--- config.mk ---
export PLATFORM = sky130hd
export DESIGN_NAME = pulse_output_data_path
export DESIGN_NICKNAME = d
export VERILOG_FILES = /design/src/pkg/pulse_output_pkg.sv /design/src/pulse_output_data_path.sv
export VERILOG_INCLUDE_DIRS = /design/src /design/src/pkg
export SDC_FILE = /design/constraint.sdc
export NUM_CORES = 1
export LEC_CHECK = 0
export ABC_AREA = 1
export BUFFER_PORTS_ARGS = -buffer_cell sky130_fd_sc_hd__clkbuf_2
export CAP_MARGIN = 10
export CORE_MARGIN = 4
export CORE_UTILIZATION = 47
export CTS_CLUSTER_DIAMETER = 150
export CTS_CLUSTER_SIZE = 20
export DETAILED_ROUTE_END_ITERATION = 10
export PLACE_DENSITY = 0.73
export SYNTH_ARGS = -nofsm -noshare
export SYNTH_HDL_FRONTEND = slang
export SYNTH_SLANG_ARGS = --single-unit
--- constraint.sdc ---
create_clock -name pclk -period 1.8 [get_ports pclk]
set_input_delay 0.09 -clock pclk [delete_from_list [all_inputs] [get_ports pclk]]
set_output_delay 0.09 -clock pclk [all_outputs]
set_load 0.03 [all_outputs]
--- src/pkg/pulse_output_defs.svh ---
// constants of the pulse output data path: offsets, field positions, reset values
// assumes an apb slave with 32-bit data and byte addresses on paddr
// Behaviour
// - two four-bit groups run independently or together
// - upper group drives outs 15..12, lower 11..8
// - enabled bit takes staged bit on trigger
// - disabled bit keeps its value on trigger
// - cpu writes ignored on enabled output bits
// - cpu writes accepted on disabled output bits
// - eight-bit enable and data registers reset zero
// - each bit position enabled individually
// - each group uses its selected trigger source
// - split triggers give nibble addresses, unused ones
`ifndef PULSE_OUTPUT_DEFS_SVH
`define PULSE_OUTPUT_DEFS_SVH
`define ENABLE_HIGH_OFFSET 12'h000
`define ENABLE_LOW_OFFSET 12'h004
`define OUTPUT_HIGH_OFFSET 12'h008
`define OUTPUT_LOW_OFFSET 12'h00c
`define STAGED_HIGH_OFFSET 12'h010
`define STAGED_LOW_OFFSET 12'h014
`define STAGED_HIGH_UPPER_OFFSET 12'h018
`define STAGED_HIGH_LOWER_OFFSET 12'h01c
`define STAGED_LOW_UPPER_OFFSET 12'h020
`define STAGED_LOW_LOWER_OFFSET 12'h024
`define TRIGGER_CONTROL_OFFSET 12'h028
`define REG_RESET 8'h00
`define TRIGGER_CONTROL_RESET 8'h00
`define NIBBLE_FILL 4'hf
`define GROUP_HI_SEL_LSB 2
`define GROUP_LO_SEL_LSB 0
`endif

--- src/pkg/pulse_output_pkg.sv ---
// types of the pulse output data path
// assumes the defs header sits beside it
package pulse_output_pkg;
  typedef logic [7:0] byte_t;
  typedef logic [3:0] nibble_t;
  typedef logic [1:0] trig_sel_t;
endpackage

--- src/pulse_output_data_path.sv ---
// pulse output data path: enable, output and staged registers behind apb, trigger transfer
// assumes trigger inputs are single-cycle pulses from timer logic on pclk
`include "pulse_output_defs.svh"
`default_nettype none
module pulse_output_data_path (
  input wire logic pclk,
  input wire logic presetn,
  input wire logic psel,
  input wire logic penable,
  input wire logic pwrite,
  input wire logic [11:0] paddr,
  input wire logic [31:0] pwdata,
  input wire logic [3:0] pstrb,
  output logic [31:0] prdata,
  output logic pready,
  output logic pslverr,
  input wire logic [3:0] timer_trigger,
  output logic [15:0] pulse_out
);
  import pulse_output_pkg::*;

  pulse_output_pkg::byte_t next_data_enable_high_r;
  pulse_output_pkg::byte_t next_data_enable_low_r;
  pulse_output_pkg::byte_t pulse_output_data_high_r;
  pulse_output_pkg::byte_t pulse_output_data_low_r;
  pulse_output_pkg::byte_t staged_data_high_r;
  pulse_output_pkg::byte_t staged_data_low_r;
  pulse_output_pkg::byte_t output_trigger_control_r;
  logic [31:0] prdata_r;
  logic wr;
  logic rd;
  logic known;
  logic trig_h3;
  logic trig_h2;
  logic trig_l1;
  logic trig_l0;
  logic split_hi;
  logic split_lo;
  pulse_output_pkg::byte_t wb;
  pulse_output_pkg::byte_t mask_h;
  pulse_output_pkg::byte_t mask_l;

  // selected trigger: one of four timer channels
  function automatic logic pick(input logic [3:0] t, input pulse_output_pkg::trig_sel_t s);
    pick = t[s];
  endfunction

  // byte update keeps bits outside the write mask
  function automatic pulse_output_pkg::byte_t merge(input pulse_output_pkg::byte_t old,
      input pulse_output_pkg::byte_t val, input pulse_output_pkg::byte_t m);
    merge = (old & ~m) | (val & m);
  endfunction

  assign wr = psel && penable && pwrite && pstrb[0];
  assign rd = psel && !pwrite;
  assign wb = pwdata[7:0];
  assign pready = 1'b1;
  assign known = (paddr == `ENABLE_HIGH_OFFSET) || (paddr == `ENABLE_LOW_OFFSET) ||
                 (paddr == `OUTPUT_HIGH_OFFSET) || (paddr == `OUTPUT_LOW_OFFSET) ||
                 (paddr == `STAGED_HIGH_OFFSET) || (paddr == `STAGED_LOW_OFFSET) ||
                 (paddr == `STAGED_HIGH_UPPER_OFFSET) || (paddr == `STAGED_HIGH_LOWER_OFFSET) ||
                 (paddr == `STAGED_LOW_UPPER_OFFSET) || (paddr == `STAGED_LOW_LOWER_OFFSET) ||
                 (paddr == `TRIGGER_CONTROL_OFFSET);
  assign pslverr = psel && penable && !known;

  // group 3 and group 2 each select their own source, so nibbles run apart or together
  assign trig_h3 = pick(timer_trigger, output_trigger_control_r[`GROUP_HI_SEL_LSB +: 2]);
  assign trig_h2 = pick(timer_trigger, output_trigger_control_r[`GROUP_LO_SEL_LSB +: 2]);
  // low byte has no documented pins; it shares the same group selects
  assign trig_l1 = trig_h3;
  assign trig_l0 = trig_h2;
  assign split_hi = output_trigger_control_r[`GROUP_HI_SEL_LSB +: 2] !=
                    output_trigger_control_r[`GROUP_LO_SEL_LSB +: 2];
  assign split_lo = split_hi;

  // cpu may touch only disabled data bits
  assign mask_h = ~next_data_enable_high_r;
  assign mask_l = ~next_data_enable_low_r;

  always_ff @(posedge pclk or negedge presetn) begin
    if (!presetn) begin
      next_data_enable_high_r <= `REG_RESET;
      next_data_enable_low_r <= `REG_RESET;
    end else if (wr) begin
      if (paddr == `ENABLE_HIGH_OFFSET) begin
        next_data_enable_high_r <= wb;
      end
      if (paddr == `ENABLE_LOW_OFFSET) begin
        next_data_enable_low_r <= wb;
      end
    end
  end

  always_ff @(posedge pclk or negedge presetn) begin
    if (!presetn) begin
      output_trigger_control_r <= `TRIGGER_CONTROL_RESET;
    end else if (wr && paddr == `TRIGGER_CONTROL_OFFSET) begin
      output_trigger_control_r <= wb;
    end
  end

  // staged data: full-byte address or nibble addresses
  always_ff @(posedge pclk or negedge presetn) begin
    if (!presetn) begin
      staged_data_high_r <= `REG_RESET;
      staged_data_low_r <= `REG_RESET;
    end else if (wr) begin
      case (paddr)
        `STAGED_HIGH_OFFSET: begin
          staged_data_high_r <= wb;
        end
        `STAGED_HIGH_UPPER_OFFSET: begin
          staged_data_high_r[7:4] <= wb[7:4];
        end
        `STAGED_HIGH_LOWER_OFFSET: begin
          staged_data_high_r[3:0] <= wb[3:0];
        end
        `STAGED_LOW_OFFSET: begin
          staged_data_low_r <= wb;
        end
        `STAGED_LOW_UPPER_OFFSET: begin
          staged_data_low_r[7:4] <= wb[7:4];
        end
        `STAGED_LOW_LOWER_OFFSET: begin
          staged_data_low_r[3:0] <= wb[3:0];
        end
        default: begin
        end
      endcase
    end
  end

  // trigger transfer wins over a cpu write only on enabled bits, which the cpu cannot touch anyway
  always_ff @(posedge pclk or negedge presetn) begin
    if (!presetn) begin
      pulse_output_data_high_r <= `REG_RESET;
    end else begin
      pulse_output_data_high_r <= merge(
        merge(
          merge(pulse_output_data_high_r, wb, (wr && paddr == `OUTPUT_HIGH_OFFSET) ? mask_h : 8'h00),
          staged_data_high_r, {next_data_enable_high_r[7:4] & {4{trig_h3}}, 4'h0}),
        staged_data_high_r, {4'h0, next_data_enable_high_r[3:0] & {4{trig_h2}}});
    end
  end

  always_ff @(posedge pclk or negedge presetn) begin
    if (!presetn) begin
      pulse_output_data_low_r <= `REG_RESET;
    end else begin
      pulse_output_data_low_r <= merge(
        merge(
          merge(pulse_output_data_low_r, wb, (wr && paddr == `OUTPUT_LOW_OFFSET) ? mask_l : 8'h00),
          staged_data_low_r, {next_data_enable_low_r[7:4] & {4{trig_l1}}, 4'h0}),
        staged_data_low_r, {4'h0, next_data_enable_low_r[3:0] & {4{trig_l0}}});
    end
  end

  // pins 15..8 from the high data byte; 7..0 carry the low byte for internal use
  assign pulse_out = {pulse_output_data_high_r, pulse_output_data_low_r};

  always_ff @(posedge pclk or negedge presetn) begin
    if (!presetn) begin
      prdata_r <= 32'h0000_0000;
    end else if (rd && !penable) begin
      case (paddr)
        `ENABLE_HIGH_OFFSET: begin
          prdata_r <= {24'h0, next_data_enable_high_r};
        end
        `ENABLE_LOW_OFFSET: begin
          prdata_r <= {24'h0, next_data_enable_low_r};
        end
        `OUTPUT_HIGH_OFFSET: begin
          prdata_r <= {24'h0, pulse_output_data_high_r};
        end
        `OUTPUT_LOW_OFFSET: begin
          prdata_r <= {24'h0, pulse_output_data_low_r};
        end
        `STAGED_HIGH_OFFSET: begin
          prdata_r <= {24'h0, staged_data_high_r};
        end
        `STAGED_LOW_OFFSET: begin
          prdata_r <= {24'h0, staged_data_low_r};
        end
        `STAGED_HIGH_UPPER_OFFSET: begin
          prdata_r <= {24'h0, staged_data_high_r[7:4], `NIBBLE_FILL};
        end
        `STAGED_HIGH_LOWER_OFFSET: begin
          prdata_r <= {24'h0, `NIBBLE_FILL, staged_data_high_r[3:0]};
        end
        `STAGED_LOW_UPPER_OFFSET: begin
          prdata_r <= {24'h0, staged_data_low_r[7:4], `NIBBLE_FILL};
        end
        `STAGED_LOW_LOWER_OFFSET: begin
          prdata_r <= {24'h0, `NIBBLE_FILL, staged_data_low_r[3:0]};
        end
        `TRIGGER_CONTROL_OFFSET: begin
          prdata_r <= {24'h0, output_trigger_control_r};
        end
        default: begin
          prdata_r <= 32'h0000_0000;
        end
      endcase
    end
  end
  assign prdata = prdata_r;

  logic unused_split;
  assign unused_split = split_lo;
endmodule
`default_nettype wire

Word level (Yosys, flattened, before mapping)

Index checks and enable logic that the tools add are counted.

Flip-flop bits (word level): 88
Bits of input ports: 57
Output and inout port bits: 50
Logic and storage cells: 92

Eq/ne operators: 10
Bitwise operators: 30
Reduce and logical (&&, ||, !) cells: 33
$lt $le $gt $ge: 2
Muxes and demuxes: 7

Operator list:

| cell                  | number |
|---|---|
| $pmux W8 S11          | 1 |
| $and A8 B8 Y8         | 10 |
| $eq A12 B5 Y1 const B | 4 |
| $not A8 Y8            | 6 |
| $or A8 B8 Y8          | 6 |
| $eq A12 B6 Y1 const B | 3 |
| $eq A12 B4 Y1 const B | 2 |
| $and A4 B4 Y4         | 4 |
| $and A8 B4 Y8         | 2 |
| $mux W8               | 2 |
| $not A4 Y8            | 2 |
| $eq A12 B3 Y1 const B | 1 |
| $logic_not A12 Y1     | 1 |
| $reduce_and A2 Y1     | 6 |
| $logic_or A1 B1 Y1    | 10 |
| $logic_and A1 B1 Y1   | 9 |
| $reduce_or A2 Y1      | 4 |
| $lt A2 B3 Y1 const B  | 2 |
| $bmux W1 S2           | 2 |
| $logic_not A1 Y1      | 3 |
| $mux W1               | 2 |

Logic depth before layout (Yosys ltp)

Gate-level depths: netlist of run 1.

Depth after elaboration: 13
Gate-level depth with buffers: 11
Depth with buffers taken out: 10

Worst setup path before layout of run 1

No wires, ideal clock.

Path kind: in2out
Start: in paddr[11]
End: out pslverr
Arrival time: 1.199 ns
Required time: 1.710 ns
Slack: 0.511 ns
Buffers on the path: 1
Stages: 9
Cell sequence: nor2_1 -> nand2_2 -> inv_2 -> buf_4 -> nand3_1 -> nand2_1 -> nor2_1 -> nand3_1 -> nor2_1

Word-level cells in the longest chain between the ends: 13
Elaborated cells between the ends (all ways): 23
Those cells by class: 10 x eq/ne; 13 x reduce/logical

RTL lines:

| what                                                      | line                         | source |
|---|---|---|
| from (decl)                                               | pulse_output_data_path.sv:11 | `input wire logic [11:0] paddr,` |
| $eq A12 B3 Y1 / $logic_not A12 Y1 (equally long branches) | n/a                          |  |
| $logic_or A1 B1 Y1 (9 in a row)                           | pulse_output_data_path.sv:58 | `` assign known = (paddr == `ENABLE_HIGH_OFFSET) \|\| (paddr == `ENABLE_LOW_OFFSET) \|\| `` |
| $logic_or A1 B1 Y1 (*)                                    | pulse_output_data_path.sv:58 |  |
| $logic_not A1 Y1 (*)                                      | pulse_output_data_path.sv:64 | `assign pslverr = psel && penable && !known;` |
| $logic_and A1 B1 Y1 (*)                                   | pulse_output_data_path.sv:64 |  |
| to (decl)                                                 | pulse_output_data_path.sv:16 | `output logic pslverr,` |

Every way passes the cells marked *; elsewhere a longest branch is shown, timed or not.

==> key figures, run 1 <==
Run status
  – Status: complete, no violations

Finish
  – Area grow syn2layout: 14.7%
  – Share of layout cells above drive strength 1: 0.185
  – Cell Count, Final, Fillers Out: 739
  – Antenna diodes: 0
  – Fillers: 787
  – NumNets Final: 686

GRT
  – Vias in the first global route: 3,689
  – Initial antenna violation count: 0
  – Gr ovfl total: 0
  – Overall Global Routing Usage: 0.229
  – First-pass GRT wire length: 18.1 mm
  – Largest net degree at the start of global routing: 38

Power
  – Leakage Power: 2.32 nW
  – Total power: 2.96 mW
  – Max VDD drop: 0.355 mV
  – Pwr dens: 649 nW/µm²

Drt
  – Vias per std cell: 5.33
  – Initial drt markers: 301
  – Drt wl/cell: 14.9 µm
  – Via count: 3,942
  – Final ANT Viol Nets: 0
  – Residual DRC count: 0
  – WL final: 11.0 mm
  – DRT Pass-1 Iters: 5

Critical path
  – Critical Path Source: output_trigger_control_r[2]$_DFFE_PN0P_
  – WP data required: 2.01 ns
  – Crit-path leading delay family: simple AND/OR/NAND/NOR gates
  – Critical path endpoint category: flop
  – Crit path max fanout: 7
  – Slowest stage delay, CP: 0.44 ns
  – Worst path arrival time: 1.65 ns
  – Setup Crit Path Kind: reg -> reg
  – CP most frequent cell: nand2_1
  – Critical path startpoint category: flop
  – Crit-path slowest cell: dfrtp_1
  – Critical R2R Launch: output_trigger_control_r[2]$_DFFE_PN0P_
  – CP Cell Sequence: inv_1 -> nand2_1 -> nand3_1 -> nand2_1 -> nor2_1 -> nand3b_1 -> o211ai_1
  – Worst reg2reg path depth: 7
  – CP Buf/Inv Count: 1
  – Flop2flop setup slack: 0.37 ns

CTS
  – H-tree Lvls: 3
  – Resized Gates After CTS: 0
  – Clock Latency Late Sink: 0.35 ns
  – Root Driver: clkbuf_8
  – Max clock buf depth: 2
  – Clock input transition at the sequential cells of the worst setup and hold paths: 0.07 ns
  – Clock sink count: 64
  – CTS buffer count: 9
  – CTS tree: yes

Place
  – Place WS: 0.178 ns
  – Global placement routability congestion: 0.903
  – Final HPWL DP: 7.93 mm
  – I/O Buffers: 54
  – Placed insts: 722

Hold path
  – Hold Crit Start: pwdata[5]
  – Hold Path Cell Cnt: 3
  – Hold EP: output_trigger_control_r[5]$_DFFE_PN0P_
  – Hold Path Class: in -> reg

Logic synthesis
  – FF+latch count, synth: 64
  – Most used DFF post-synth: dfrtp_1
  – Post-synth EDFFs: 0
  – Synth unique cells: 25
  – Ys async rst share: 1.00
  – Top-area cell type share of the netlist area: 0.403
  – Post-synth top cells: nand2_1 (178), nand3_1 (81), dfrtp_1 (64), nor2_1 (58), inv_1 (40)
  – Mapped Area: 3980 µm²
  – Post-synth top area cell: dfrtp_1
  – Ys Warns: 0
  – Cells after synthesis: 562
  – Sequential share of the synthesized area: 0.403
  – Top cells by area, synth: dfrtp_1 (40%), nand2_1 (17%), nand3_1 (10%)
  – Mean Syn Cell Area: 7.08 µm²
  – Most numerous cell in the Yosys netlist: nand2_1

Die
  – Core ar.: 8220 µm²
  – Row count: 33
  – Die Wd: 100 µm
  – IO Count: 107
  – Die Ht: 100 µm
  – Starting Density: 0.484
  – Total die area: 10000 µm²

STA
  – Minimum clock period: 1.43 ns
  – Slew Viols, Final: 0
  – Tcrit/Tclk final: 0.797
  – Setup TNS: 0 ns
  – Worst Skew: 0.0157 ns
  – Final setup vio count: 0
  – FMAX: 0.697 GHz
  – RSZ-0062 raised after global routing: no
  – Slew HR: 0.596
  – Hold slack: 0.0997 ns
  – Final Hold Viols: 0
  – Slew @ Worst Pin: 0.607 ns
  – Worst setup margin: 0.366 ns

Run
  – Number of max-cap violations: 0
where the power goes:
part	internal (mW)	switching, mW	total [mW]
Sequential	1.44	0.00119	1.44
Combinational	0.0544	0.199	0.253
Clock	0.676	0.592	1.27
worst max-delay path by stage:
| stage | end | depth (start not counted) |
|---|---|---|
| floorplan | pslverr | 9 |
| global placement | flop | 9 |
| detailed placement | flop | 9 |
| CTS | flop | 8 |
| global route | flop | 7 |
| finish | flop | 7 |
tightest hold or removal path, cell delays in order:
cell and delay, ns:
clkbuf_2 0.08, inv_1 0.10, o21ai_2 0.15
metal layers:
metal / vias up / global-route usage / wire length [µm]
met5: - / 0 / 0
met3: 29 / 0.0493 / 1020
met1: 1816 / 0.327 / 4930
met4: 0 / 0.0984 / 370
li1: 1912 / - / -
met2: 185 / 0.337 / 4680
stage by stage:
stage                      util  instance area (µm²)
after floorplan               -                 4060
after global placement    0.530                 4350
after detailed placement  0.530                 4350
after CTS                 0.555                 4560
after global routing      0.555                 4560
final                     0.555                 4560
final cells by class:
type / instances / area [µm²] / area share
sequential: 64 / 1600 / 0.351
clock inverter: 5 / 56.3 / 0.0123
clock buffer: 11 / 141 / 0.0310
inverter: 44 / 165 / 0.0362
multi-input combinational: 442 / 2050 / 0.449
tap: 105 / 131 / 0.0288
timing repair buffer: 68 / 415 / 0.0911
kinds of logic (layout without fill, tap and decap cells):
group / after synthesis / count (layout) / share of synthesized area
other: 2 / 25 / 0.00189
AND/OR/NAND/NOR: 358 / 358 / 0.399
flip-flops: 64 / 64 / 0.403
buffers and inverters: 79 / 128 / 0.104
AO/OA/AOI/OAI: 59 / 59 / 0.0925
layout by cell type (no fill, tap or decap):
cell type / instances
nand2_1: 178
nand3_1: 81
dfrtp_1: 64
nor2_1: 58
clkbuf_2: 54
inv_1: 40
conb_1: 25
o21ai_0: 24
o211ai_1: 17
nor2_2: 13
nand3b_1: 12
clkbuf_8: 10
buf_4: 10
o21ai_1: 8
o21ai_2: 8
nand2_2: 4
inv_2: 4
nand4_1: 4
buf_12: 3
nor3_2: 2
nor3_1: 2
nor2_4: 2
a21oi_1: 2
clkinv_2: 2
nand4_2: 1
nand3_2: 1
clkbuf_1: 1
clkinv_4: 1
clkinvlp_4: 1
bufinv_16: 1
dlygate4sd3_1: 1
what timing repair did:
action | CTS | global route
hold endpoints to repair | 18 | 0
setup buffers | 0 | 0
hold buffers | 1 | 0
Note: power is estimated with default switching activity, not from simulation.
==> run 2, diff against run 1 <==
- ABC_AREA: 1 -> 0
- clock period: 1.8 -> 1.4 ns (I/O delays scaled with it)
==> run 2 against run 1 <==
The run now ends with negative setup slack left; utilization up 13 points; worst hold slack got worse by 0.048 ns; clock power increased by 35%; area after synthesis down 3.6%; worst setup slack got worse by 0.60 ns; first-iteration DRC count is 31% higher; largest power group unchanged; combinational power up 120%; global-route usage increased by 4.2 points.
==> key figures, run 2 <==
Logic synthesis
  – Top cells by area, synth: dfrtp_1 (42%), mux2_2 (11%), buf_4 (4.9%)
  – Ys async rst share: 1.00
  – Cells after synthesis: 360
  – Post-synth top area cell: dfrtp_1
  – Ys Warns: 0
  – Synth unique cells: 55
  – Mean Syn Cell Area: 10.7 µm²
  – Most numerous cell in the Yosys netlist: dfrtp_1
  – Most used DFF post-synth: dfrtp_1
  – FF+latch count, synth: 64
  – Post-synth top cells: dfrtp_1 (64), mux2_2 (38), buf_4 (25), nor3_1 (20), nand2_1 (19)
  – Sequential share of the synthesized area: 0.418
  – Top-area cell type share of the netlist area: 0.418
  – Mapped Area: 3830 µm²
  – Post-synth EDFFs: 0

Hold path
  – Hold Path Cell Cnt: 3
  – Hold Path Class: in -> reg
  – Hold EP: staged_data_low_r[1]$_DFFE_PN0P_
  – Hold Crit Start: pwdata[1]

Critical path
  – Setup Crit Path Kind: reg -> reg
  – Critical path startpoint category: flop
  – CP Cell Sequence: mux4_2 -> a211o_1 -> o311a_1
  – Critical path endpoint category: flop
  – Flop2flop setup slack: -0.24 ns
  – Crit-path leading delay family: multiplexers
  – WP data required: 1.64 ns
  – Slowest stage delay, CP: 0.66 ns
  – Crit path max fanout: 7
  – Crit-path slowest cell: mux4_2
  – Worst path arrival time: 1.88 ns
  – Critical Path Source: output_trigger_control_r[2]$_DFFE_PN0P_
  – Worst reg2reg path depth: 3
  – Critical R2R Launch: output_trigger_control_r[2]$_DFFE_PN0P_
  – CP Buf/Inv Count: 0

Die
  – Die Ht: 98.3 µm
  – Row count: 32
  – Core ar.: 7850 µm²
  – Starting Density: 0.489
  – Die Wd: 98.3 µm
  – Total die area: 9670 µm²
  – IO Count: 107

Place
  – I/O Buffers: 54
  – Final HPWL DP: 8.99 mm
  – Global placement routability congestion: 0.984

CTS
  – Max clock buf depth: 2
  – CTS buffer count: 9
  – Clock Latency Late Sink: 0.36 ns
  – Root Driver: clkbuf_8
  – Clock input transition at the sequential cells of the worst setup and hold paths: 0.07 ns
  – Clock sink count: 64
  – CTS tree: yes
  – H-tree Lvls: 3

Drt
  – Residual DRC count: 0
  – Final ANT Viol Nets: 0
  – Drt wl/cell: 21.4 µm
  – Vias per std cell: 6.16
  – Initial drt markers: 394
  – Via count: 3,800
  – DRT Pass-1 Iters: 5
  – WL final: 13.2 mm

Finish
  – Commonest cells after routing, fill and taps aside: buf_4 (90), dfrtp_1 (57), clkbuf_2 (48)
  – Final Util: 0.689
  – Register Area: 1610 µm²
  – Antenna diodes: 0
  – Area grow syn2layout: 40.9%
  – Fillers: 558
  – Most common cell after layout, fill and taps aside: buf_4
  – Footprint of the multi-input gates: 2260 µm²
  – Share of layout cells above drive strength 1: 0.487
  – NumNets Final: 567

GRT
  – Gr ovfl total: 0
  – First-pass GRT wire length: 20.2 mm
  – GR Util met3: 0.0857
  – Largest net degree at the start of global routing: 65
  – GRT met2 Usage: 0.434
  – Most used routing layer in global routing: met2
  – Vias in the first global route: 3,805
  – Initial antenna violation count: 0
  – GR met1 Demand/Resource: 0.327
  – Overall Global Routing Usage: 0.271

STA
  – Final setup vio count: 31
  – Tcrit/Tclk final: 1.17
  – Worst setup margin: -0.238 ns
  – FMAX: 0.610 GHz
  – Minimum clock period: 1.64 ns
  – Slew Viols, Final: 0
  – Hold slack: 0.0514 ns
  – Worst Skew: 0.0135 ns
  – Final Hold Viols: 0
  – RSZ-0062 raised after global routing: yes

Run status
  – Status: complete, but fails checks
  – Failing checks: negative setup slack

Run
  – Number of max-cap violations: 0

Power
  – Leakage Power: 2.67 nW
  – Max VDD drop: 0.458 mV
  – Pwr dens: 765 nW/µm²
[run 2: cell count changes in the layout (fill, tap and decap cells not counted), sizes merged, moves of 37 or more]
cell / delta
inv: -37
mux2: +38
nand3: -75
nand2: -163
buf: +93
nor2: -61
[run 2: final cells by class]
| cell class | instances | area share |
|---|---|---|
| Multi-Input combinational cell | 272 | 0.419 |
| Sequential cell | 64 | 0.298 |
| Timing Repair Buffer | 156 | 0.216 |
| Clock buffer | 14 | 0.0319 |
| Tap cell | 102 | 0.0236 |
| Clock inverter | 2 | 0.00694 |
| Inverter | 7 | 0.00486 |
[run 2: worst register-to-register path, stage by stage (launching register included)]
cell and delay (ns):
dfrtp_2 0.42, mux4_2 0.66, a211o_1 0.32, o311a_1 0.11
[run 2: power breakdown]
part	switching, mW	internal, mW	total [mW]
Sequential	0.00447	1.85	1.86
Clock	0.753	0.971	1.72
Combinational	0.356	0.200	0.556
[run 2: cell families after synthesis]
family / share of synthesized area
buffers and inverters: 0.0763
AO/OA/AOI/OAI: 0.168
AND/OR/NAND/NOR: 0.170
multiplexers: 0.164
flip-flops: 0.418
other: 0.00196
XOR/XNOR: 0.00228
[run 2: metrics by stage]
stage                     std cells  worst slack, ns  TNS [ns]  cell area, µm²  power, mW
after floorplan                 383           -0.255     -7.68            4030       2.18
after CTS                       616           -0.209     -3.23            5320       4.11
after global routing            617           -0.266     -4.45            5410       4.26
final                           617           -0.238     -3.44            5410       4.14
after detailed placement        589           -0.393    -20.95            4860       2.37
after global placement          589           -0.400    -19.79            4860       2.37
[run 2: layer usage]
| metal | routed length [µm] | part of all wire |
|---|---|---|
| met1 | 5050 | 0.38 |
| met2 | 6310 | 0.48 |
| met3 | 1250 | 0.095 |
| met4 | 612 | 0.046 |
| met5 | 0 | 0 |
[run 2: repair_timing]
item | CTS | global route
endpoints found under the setup margin | 37 | 52
setup buffers | 8 | 2
gates resized for setup | 32 | 25
pin swaps | 26 | 12
gates cloned | 2 | 0
hold buffers | 1 | 0
hold endpoints to repair | 64 | 0
[run 2: how the worst max path moves through the flow]
stage / to / cells after the start
floorplan: next_data_enable_low_r[0]$_DFFE_PN0P_ / 5
global placement: prdata[6]$_DFFE_PN0P_ / 8
detailed placement: prdata[6]$_DFFE_PN0P_ / 8
CTS: flop / 3
global route: flop / 3
finish: flop / 3
==> run 3, diff against run 2 <==
- CORE_UTILIZATION: 47 -> 53
- PLACE_DENSITY: 0.73 -> 0.81
==> run 3 against run 2 <==
The run still ends with negative setup slack left; worst hold slack gained 0.0088 ns; global-route usage grew 3.3 points; die area shrank 10%; flip-flop and latch count is the same; critical path depth is the same; clock power shrank 16%; sequential share of layout area is essentially flat; combinational power grew 3%; fmax shrank 1.0%; largest cell class unchanged.
==> key figures, run 3 (same netlist as run 2, synthesis figures left out) <==
GRT
  – Gr ovfl total: 0
  – Vias in the first global route: 3,773
  – Largest net degree at the start of global routing: 65
  – Initial antenna violation count: 0
  – Overall Global Routing Usage: 0.304
  – First-pass GRT wire length: 20.0 mm

Critical path
  – Critical path startpoint category: flop
  – Worst reg2reg path depth: 3
  – Critical path endpoint category: flop
  – Crit-path slowest cell: mux4_2
  – Crit path max fanout: 7
  – Flop2flop setup slack: -0.26 ns
  – Crit-path leading delay family: multiplexers
  – CP Cell Sequence: mux4_2 -> a211o_1 -> o311a_1
  – Setup Crit Path Kind: reg -> reg
  – CP Buf/Inv Count: 0
  – WP data required: 1.63 ns
  – Critical R2R Launch: output_trigger_control_r[0]$_DFFE_PN0P_
  – Worst path arrival time: 1.88 ns
  – Critical Path Source: output_trigger_control_r[0]$_DFFE_PN0P_
  – Critical path depth: 3
  – Slowest stage delay, CP: 0.65 ns

Place
  – Final HPWL DP: 8.93 mm
  – Place WS: -0.404 ns
  – Placed Area: 4810 µm²
  – Global placement routability congestion: 0.928
  – Placed insts: 578
  – I/O Buffers: 54

CTS
  – H-tree Lvls: 3
  – Root Driver: clkbuf_8
  – Clock Latency Late Sink: 0.35 ns
  – Clock sink count: 64
  – CTS buffer count: 9
  – Clock input transition at the sequential cells of the worst setup and hold paths: 0.07 ns
  – CTS tree: yes
  – Max clock buf depth: 2

Die
  – Die Wd: 93.1 µm
  – Row count: 30
  – Die Ht: 93.1 µm
  – IO Count: 107
  – Core ar.: 6910 µm²
  – Starting Density: 0.555
  – Total die area: 8660 µm²

Drt
  – WL final: 13.5 mm
  – Vias per std cell: 6.32
  – Via count: 3,881
  – Final ANT Viol Nets: 0
  – DRT Pass-1 Iters: 5
  – Initial drt markers: 505
  – Residual DRC count: 0
  – Drt wl/cell: 22.0 µm

Finish
  – Fin area: 5410 µm²
  – NumNets Final: 571
  – Fillers: 380
  – Most common cell after layout, fill and taps aside: buf_4
  – Antenna diodes: 0
  – Area grow syn2layout: 41.0%
  – Register Area: 1610 µm²
  – Cell Count, Final, Fillers Out: 614
  – Share of layout cells above drive strength 1: 0.502
  – Commonest cells after routing, fill and taps aside: buf_4 (98), dfrtp_1 (57), clkbuf_2 (47)
  – Footprint of the multi-input gates: 2290 µm²

STA
  – Final Hold Viols: 0
  – Final setup vio count: 27
  – Tcrit/Tclk final: 1.18
  – FMAX: 0.604 GHz
  – RSZ-0062 raised after global routing: yes
  – Worst Skew: 0.00812 ns
  – Slew Viols, Final: 0
  – Worst setup margin: -0.255 ns
  – Minimum clock period: 1.66 ns

Power
  – Max VDD drop: 0.640 mV
  – Pwr dens: 716 nW/µm²
  – Leakage Power: 2.64 nW

Hold path
  – Hold Path Class: in -> reg

Run
  – Number of max-cap violations: 0

Run status
  – Status: complete, but fails checks
  – Failing checks: negative setup slack
run 3: changes by cell type in the layout (fill, tap and decap cells not counted), sizes merged:
cell and change:
bufinv -1, buf +4, clkbuf -2, clkinv +2
run 3: cell type report:
| class | count | area share |
|---|---|---|
| multi-input cells | 272 | 0.423 |
| flip-flops and latches | 64 | 0.298 |
| repair buffers | 160 | 0.220 |
| clock buffers | 12 | 0.0287 |
| well taps | 96 | 0.0222 |
| inverters | 7 | 0.00486 |
| clock inverters | 3 | 0.00324 |
run 3: where the power goes:
| group | internal (mW) | total [mW] | switching, mW |
|---|---|---|---|
| Sequential | 1.85 | 1.86 | 0.00492 |
| Clock | 0.724 | 1.44 | 0.719 |
| Combinational | 0.207 | 0.573 | 0.366 |
| Total | 2.78 | 3.87 | 1.09 |
run 3: how the worst min path moves through the flow:
stage,cells after the start,end,startpoint,slack (ns)
floorplan,0,asynchronous set/reset pin,presetn,-0.23
global placement,2,asynchronous set/reset pin,presetn,0.11
detailed placement,2,asynchronous set/reset pin,presetn,0.11
CTS,3,staged_data_low_r[1]$_DFFE_PN0P_,pwdata[1],0.04
global route,2,next_data_enable_low_r[4]$_DFFE_PN0P_,pwdata[4],0.08
finish,3,staged_data_low_r[3]$_DFFE_PN0P_,pwdata[3],0.06
run 3: repair_timing:
item / in CTS / in global routing
hold endpoints to repair: 64 / 0
gates resized for setup: 32 / 30
setup buffers: 10 / 9
setup endpoints to repair: 35 / 62
gates cloned: 2 / 0
pin swaps: 30 / 23
hold buffers: 1 / 0
run 3: tightest hold or removal path, cell delays in order:
cell and delay, ns:
clkbuf_2 0.17, nand2_1 0.07, o21ai_0 0.06
run 3: stage by stage:
stage / power, mW / TNS (ns) / hold slack (ns) / utilization
floorplan: 2.18 / -7.68 / -0.226 / -
global placement: 2.36 / -19.13 / 0.111 / 0.697
detailed placement: 2.37 / -21.75 / 0.112 / 0.697
CTS: 3.83 / -3.34 / 0.0370 / 0.762
global route: 4.00 / -5.23 / 0.0803 / 0.783
finish: 3.87 / -3.74 / 0.0602 / 0.783
run 3: layer usage:
metal | vias up | track usage | wire [µm]
met5 | - | 0 | 0
li1 | 1661 | - | -
met2 | 281 | 0.482 | 6330
met4 | 0 | 0.160 | 570
met3 | 57 | 0.0692 | 1410
met1 | 1882 | 0.387 | 5210
